$ cat config.mk
export PLATFORM = sky130hd
export DESIGN_NAME = keyboard_serial_handshake
export DESIGN_NICKNAME = d
export VERILOG_FILES = /design/src/rtl/kbd_pkg.sv /design/src/rtl/ack_edge_sync.sv /design/src/rtl/keyboard_serial_handshake.sv
export SDC_FILE = /design/constraint.sdc
export NUM_CORES = 1
export LEC_CHECK = 0
export CORE_UTILIZATION = 54
export CTS_BUF_LIST = sky130_fd_sc_hd__clkbuf_4
export CTS_CLUSTER_DIAMETER = 200
export DETAILED_ROUTE_END_ITERATION = 10
export DONT_BUFFER_PORTS = 1
export PLACE_DENSITY_LB_ADDON = 0.3
export RECOVER_POWER = 25
export SETUP_SLACK_MARGIN = 0.3
export SKIP_LAST_GASP = 1
export SYNTH_ARGS = -nofsm -noshare
export SYNTH_HDL_FRONTEND = slang
export SYNTH_SLANG_ARGS = --single-unit
$ cat constraint.sdc
create_clock -name core_clk -period 3.1 [get_ports core_clk]
set_clock_uncertainty 0.15 [all_clocks]
set_input_delay 0.62 -clock core_clk [delete_from_list [all_inputs] [get_ports core_clk]]
set_output_delay 0.62 -clock core_clk [all_outputs]
set_load 0.005 [all_outputs]
$ cat src/rtl/kbd_pkg.sv
// Purpose: shared constants and types for the keyboard serial transmitter
// Assumes: core_clk at 250 MHz
// Notes:   word layout is eight data bits, LSB first, then one stop bit
package kbd_pkg;

    // ------------------------------------------------------------
    // clock and timing
    // ------------------------------------------------------------
    localparam int unsigned CLK_FREQ_HZ     = 250_000_000;
    localparam int unsigned ACK_TIMEOUT_MS  = 250;
    localparam int unsigned MS_PER_S        = 1000;
    localparam int unsigned ACK_TIMEOUT_CYC = (CLK_FREQ_HZ / MS_PER_S) * ACK_TIMEOUT_MS;
    localparam int unsigned TMR_W           = 26;

    // ------------------------------------------------------------
    // word layout
    // ------------------------------------------------------------
    localparam int unsigned DATA_BITS = 8;
    localparam int unsigned KEYNUM_W  = 7;
    localparam int unsigned BITCNT_W  = 4;
    localparam logic [BITCNT_W-1:0] BIT_FIRST = 4'h0;
    localparam logic [BITCNT_W-1:0] BIT_STOP  = 4'h8;
    localparam logic [BITCNT_W-1:0] BIT_STEP  = 4'h1;

    // ------------------------------------------------------------
    // line levels and reserved codes
    // ------------------------------------------------------------
    localparam logic LINE_HIGH = 1'b1;
    localparam logic LINE_LOW  = 1'b0;
    localparam logic [DATA_BITS-1:0] CODE_OVERFLOW = 8'hfe;
    localparam logic [DATA_BITS-1:0] CODE_DEAD     = 8'hff;
    localparam logic [DATA_BITS-1:0] WORD_RESET    = 8'h00;

    // ------------------------------------------------------------
    // event kinds and transmitter states
    // ------------------------------------------------------------
    typedef enum logic [1:0] {
        EV_KEY      = 2'h0,
        EV_OVERFLOW = 2'h1,
        EV_DEAD     = 2'h2
    } event_kind_e;

    typedef enum logic [3:0] {
        ST_IDLE      = 4'h1,
        ST_SETUP     = 4'h2,
        ST_WAIT_FALL = 4'h4,
        ST_WAIT_RISE = 4'h8
    } tx_state_e;

endpackage : kbd_pkg

$ cat src/rtl/ack_edge_sync.sv
// Purpose: bring the acknowledge pin into core_clk and find its edges
// Assumes: pin idles high
// Notes:   first stage feeds only the second stage
`timescale 1ns/1ps
module ack_edge_sync
    import kbd_pkg::*;
(
    // clock and reset
    input  wire logic core_clk,
    input  wire logic arst_n,
    // pin side
    input  wire logic pinIn,
    // core side
    output logic      levelOut,
    output logic      riseOut,
    output logic      fallOut
);

    logic meta_ff;
    logic sync_ff;
    logic prev_ff;

    always_ff @(posedge core_clk or negedge arst_n) begin
        if (!arst_n) begin
            meta_ff <= LINE_HIGH;
            sync_ff <= LINE_HIGH;
            prev_ff <= LINE_HIGH;
        end else begin
            meta_ff <= pinIn;
            sync_ff <= meta_ff;
            prev_ff <= sync_ff;
        end
    end

    assign levelOut = sync_ff;
    assign riseOut  = sync_ff & ~prev_ff;
    assign fallOut  = ~sync_ff & prev_ff;

endmodule : ack_edge_sync

$ cat src/rtl/keyboard_serial_handshake.sv
// Purpose: keyboard side of the interlocked serial key event link
// Assumes: one event word at a time offered by the key scanner
// Notes:   ready and data lines idle high
`timescale 1ns/1ps
module keyboard_serial_handshake
    import kbd_pkg::*;
#(
    parameter int unsigned TIMEOUT_CYCLES = ACK_TIMEOUT_CYC
) (
    // clock and reset
    input  wire logic                core_clk,
    input  wire logic                arst_n,
    // key event request
    input  wire logic                eventValid,
    output logic                     eventReady,
    input  wire event_kind_e         eventKind,
    input  wire logic                keyClosed,
    input  wire logic [KEYNUM_W-1:0] keyNumber,
    // link pins
    input  wire logic                ackStrobeLine,
    output logic                     keyReadyLine,
    output logic                     keySerialLine,
    // status
    output logic                     linkBusy,
    output logic                     timeoutPulse
);

    tx_state_e            state_ff;
    logic [DATA_BITS-1:0] word_ff;
    logic [BITCNT_W-1:0]  bitCnt_ff;
    logic [TMR_W-1:0]     timer_ff;
    logic                 ready_ff;
    logic                 serial_ff;
    logic                 ackRise;
    logic                 ackFall;
    logic                 accept;
    logic                 timeoutHit;
    logic                 isStop;
    logic [DATA_BITS-1:0] nxt_word;

    // ------------------------------------------------------------
    // acknowledge pin synchroniser
    // ------------------------------------------------------------
    ack_edge_sync u_ack_sync (
        .core_clk (core_clk),
        .arst_n   (arst_n),
        .pinIn    (ackStrobeLine),
        .levelOut (),
        .riseOut  (ackRise),
        .fallOut  (ackFall)
    );

    // ------------------------------------------------------------
    // event word building
    // ------------------------------------------------------------
    assign eventReady = (state_ff == ST_IDLE);
    assign accept     = eventValid & eventReady;
    assign isStop     = (bitCnt_ff == BIT_STOP);
    assign timeoutHit = (state_ff == ST_WAIT_FALL) && !ackFall
                        && (timer_ff == TMR_W'(TIMEOUT_CYCLES - 1));

    always_comb begin
        if (eventKind == EV_DEAD) begin
            nxt_word = CODE_DEAD;
        end else if (eventKind == EV_OVERFLOW) begin
            nxt_word = CODE_OVERFLOW;
        end else begin
            nxt_word = {keyClosed, keyNumber};
        end
    end

    always_ff @(posedge core_clk or negedge arst_n) begin
        if (!arst_n) begin
            word_ff <= WORD_RESET;
        end else if (accept) begin
            word_ff <= nxt_word;
        end
    end

    // ------------------------------------------------------------
    // handshake sequencer
    // ------------------------------------------------------------
    always_ff @(posedge core_clk or negedge arst_n) begin
        if (!arst_n) begin
            state_ff  <= ST_IDLE;
            bitCnt_ff <= BIT_FIRST;
        end else begin
            case (state_ff)
                ST_IDLE: begin
                    if (accept) begin
                        state_ff  <= ST_SETUP;
                        bitCnt_ff <= BIT_FIRST;
                    end
                end
                ST_SETUP: begin
                    state_ff <= ST_WAIT_FALL;
                end
                ST_WAIT_FALL: begin
                    if (ackFall) begin
                        state_ff <= ST_WAIT_RISE;
                    end else if (timeoutHit) begin
                        state_ff  <= ST_SETUP;
                        bitCnt_ff <= BIT_FIRST;
                    end
                end
                ST_WAIT_RISE: begin
                    if (ackRise) begin
                        if (isStop) begin
                            state_ff <= ST_IDLE;
                        end else begin
                            state_ff  <= ST_SETUP;
                            bitCnt_ff <= bitCnt_ff + BIT_STEP;
                        end
                    end
                end
                default: begin
                    state_ff <= ST_IDLE;
                end
            endcase
        end
    end

    // ------------------------------------------------------------
    // response timer
    // ------------------------------------------------------------
    always_ff @(posedge core_clk or negedge arst_n) begin
        if (!arst_n) begin
            timer_ff <= '0;
        end else if (state_ff == ST_WAIT_FALL && !timeoutHit) begin
            timer_ff <= timer_ff + TMR_W'(1);
        end else begin
            timer_ff <= '0;
        end
    end

    // ------------------------------------------------------------
    // line drivers
    // ------------------------------------------------------------
    always_ff @(posedge core_clk or negedge arst_n) begin
        if (!arst_n) begin
            ready_ff <= LINE_HIGH;
        end else if (state_ff == ST_SETUP) begin
            ready_ff <= LINE_LOW;
        end else if (state_ff == ST_WAIT_FALL && (ackFall || timeoutHit)) begin
            ready_ff <= LINE_HIGH;
        end
    end

    // data moves on accept, after an acknowledge rise, at stop release, or on restart
    always_ff @(posedge core_clk or negedge arst_n) begin
        if (!arst_n) begin
            serial_ff <= LINE_HIGH;
        end else if (accept) begin
            serial_ff <= nxt_word[BIT_FIRST[2:0]];
        end else if (state_ff == ST_WAIT_RISE && ackRise && !isStop) begin
            if (bitCnt_ff + BIT_STEP == BIT_STOP) begin
                serial_ff <= LINE_LOW;
            end else begin
                serial_ff <= word_ff[bitCnt_ff[2:0] + 3'h1];
            end
        end else if (state_ff == ST_WAIT_FALL && isStop && ackFall) begin
            serial_ff <= LINE_HIGH;
        end else if (timeoutHit) begin
            serial_ff <= word_ff[BIT_FIRST[2:0]];
        end
    end

    assign keyReadyLine  = ready_ff;
    assign keySerialLine = serial_ff;
    assign linkBusy      = (state_ff != ST_IDLE);
    assign timeoutPulse  = timeoutHit;
endmodule : keyboard_serial_handshake

==> run summary <==
Clock-pin slew on the worst setup and hold paths: 0.14 ns
Leakage: 0.001034 uW
Number of buffers created by CTS: 5
Post-Syn Area: 2544 um^2
CTS Sinks: 47
Clk_lat worst skew: 0.36 ns
Max Clock Freq: 378.5 MHz
Synth area leader: dfrtp_1
Routed vias: 1887
Status: complete, no violations
Worst slew margin: 22.74%
CTS tree: yes
Worst setup margin: 0.4581 ns
Startpoint types: flop
Worst slew pin tran: 1.159 ns
Ports: 19
DP HPWL: 3.371 mm
Syn Nets: 276
Drt total wl: 4.827 mm
Setup violations, final: 0
Area Overhead vs Synth: 4.919%
Post-synth cell types: 53
Max Buffers Root-to-Sink: 2
Pint: 980.3 uW
Clock power frac: 19.4%
Mapped Cells: 259
Min Tclk post-route: 2.642 ns
Synth top area share: 40.33%
CP Max Fanout: 7
Htree depth: 2
Setup crit start: u_ack_sync.levelOut
Fin nets: 283
Remaining DRCs: 0
Asr flop ratio synth: 100.0%
WL/cell: 15.13 um
Final Cycle Share: 85.22%
EDFF count, synth: 0
Port Buf Inserts: 0
CP endpoint kind: primary output
Diodes inserted: 0
Sequential area share after synthesis: 46.53%
Placer Congestion: 0.8365
Layout cells sized above 1: 14.98%
PwrDens: 556.8 nW/um^2
Vias per cell: 5.915
Final TNS setup: 0 ns
Die X: 70.64 um
Sequential power share: 55.6%
Startpoint of the worst register-to-register path: state_ff[0]
Total power draw: 1486 uW
Area contributors post-synth: dfrtp_1, nor2_1, dfstp_2
Worst Hold Launch: ackStrobeLine
Row cnt: 24
Commonest non-fill, non-tap cell in the layout: nor2_1
Max-slew violations: 0
Arr. time, crit path: 1.87 ns
Top_reg_cell synth: dfrtp_1
Critical path class: reg2out
Synth warnings: 0
Post-route ant nets: 0
Place WS: 0.7109 ns
Overall routing resource usage: 22.00%
Initial antenna violation count: 0
Pre-Repair DR Iteration Count: 5
Switching Share: 34.04%
Maximum number of pins on one net before global-route repair: 48
1st-iter DRT viols: 125
Die ar.: 4989 um^2
Most frequent cells in the layout: nor2_1, dfrtp_1, nand2_1
Synthesized area per cell: 9.821 um^2
Gr ovfl total: 0
Maximum VDD drop: 0.4291 mV
Initial core utilization: 57.24%
Root Buffer: clkbuf_4
Core ar.: 4444 um^2
#FFs+latches synth: 47
Psw: 505.9 uW
Maxcap violations: 0
Hold Path Class: in2reg
Vias in the first global route: 1903
Die Ht: 70.64 um
Endpoints failing hold: 0
Part of the power in combinational logic: 24.9%
Worst EP required: 2.33 ns
First-pass GRT wire length: 8.707 mm
RSZ-0062 raised after global routing: false
-- flip-flops by register name, indices dropped and copies added, names as in the netlist --
name	cells
bitCnt_ff	4
keyReadyLine	1
keySerialLine	1
state_ff	4
timer_ff	26
u_ack_sync.levelOut	1
u_ack_sync.meta_ff	1
u_ack_sync.prev_ff	1
word_ff	8
-- repair_timing --
item,CTS,global route
hold buffers,2,0
resized for setup,0,1
setup buffers,0,4
endpoints found under the setup margin,0,1
endpoints found under the hold margin,47,0
-- worst max-delay path: stages (launching register included) --
cell and delay (ns):
dfstp_1 0.60, and2b_1 0.25, nor4_2 0.35, nand4_4 0.19, inv_1 0.12
-- cells in the mapped netlist (2+ instances only) --
master	number
nor2_1	50
dfrtp_1	41
nand2_1	17
xnor2_1	15
a21oi_1	14
nand3_1	12
xor2_1	10
nor3_1	8
and3_1	7
inv_1	7
dfstp_2	6
nand4_1	6
o21ai_0	5
buf_2	3
ha_1	3
mux2i_1	3
mux4_2	3
nor2b_1	3
a211oi_1	2
a211oi_2	2
a31oi_1	2
and2_1	2
and3_2	2
buf_6	2
nor3_2	2
nor4_1	2
nor4b_1	2
o221ai_1	2
or2b_2	2
-- layer usage --
| layer | share of wire, % | GRT usage, % |
|---|---|---|
| met1 | 48 | 31.40 |
| met2 | 47 | 35.60 |
| met3 | 4.3 | 3.704 |
| met4 | 0.89 | 5.333 |
| met5 | 0 | 0 |
-- power groups by stage --
stage | Sequential (uW) | Clock (uW) | Combinational, uW
global route | 845 | 324 | 424
CTS | 827 | 296 | 378
finish | 827 | 289 | 371
detailed placement | 840 | 0 | 357
floorplan | 797 | 0 | 340
global placement | 832 | 0 | 348
-- kinds of logic after synthesis --
logic type,after synthesis,share of synthesized area (%)
flops,47,46.53
xor+xnor,25,8.608
mux,6,3.837
fa+ha+maj,4,1.869
compound gates,32,8.018
buf+inv,15,3.393
simple gates,130,27.74
-- metrics by stage --
stage	instance area (um^2)	hold WS, ns	cells	util [%]
2_1_floorplan	2544	0.1744	259	-
3_3_place_gp	2560	0.1756	305	57.60
3_5_place_dp	2560	0.1761	305	57.60
4_1_cts	2655	0.06946	315	59.74
5_1_grt	2669	0.04764	319	60.05
6_report	2669	0.08644	319	60.05
-- worst paths after layout --
check,depth (start not counted),slack [ns],endpoint
max,4,0.46,timeoutPulse
min,0,0.09,u_ack_sync.meta_ff
max reg2reg,5,0.68,word_ff[0]
min reg2reg,0,0.24,u_ack_sync.levelOut
max in group asynchronous,2,1.21,timer_ff[0]
min in group asynchronous,2,0.89,state_ff[2]
-- area by class of cell --
cell class                 count  area, um^2
clock buffer                   5       37.54
clock inverter                 3       20.02
fill                         397        1775
inverter                       8       30.03
multi-input combinational    197        1280
sequential                    47        1184
tap                           52       65.06
timing repair buffer           7       52.55
Power figures use the tool's default switching activity.
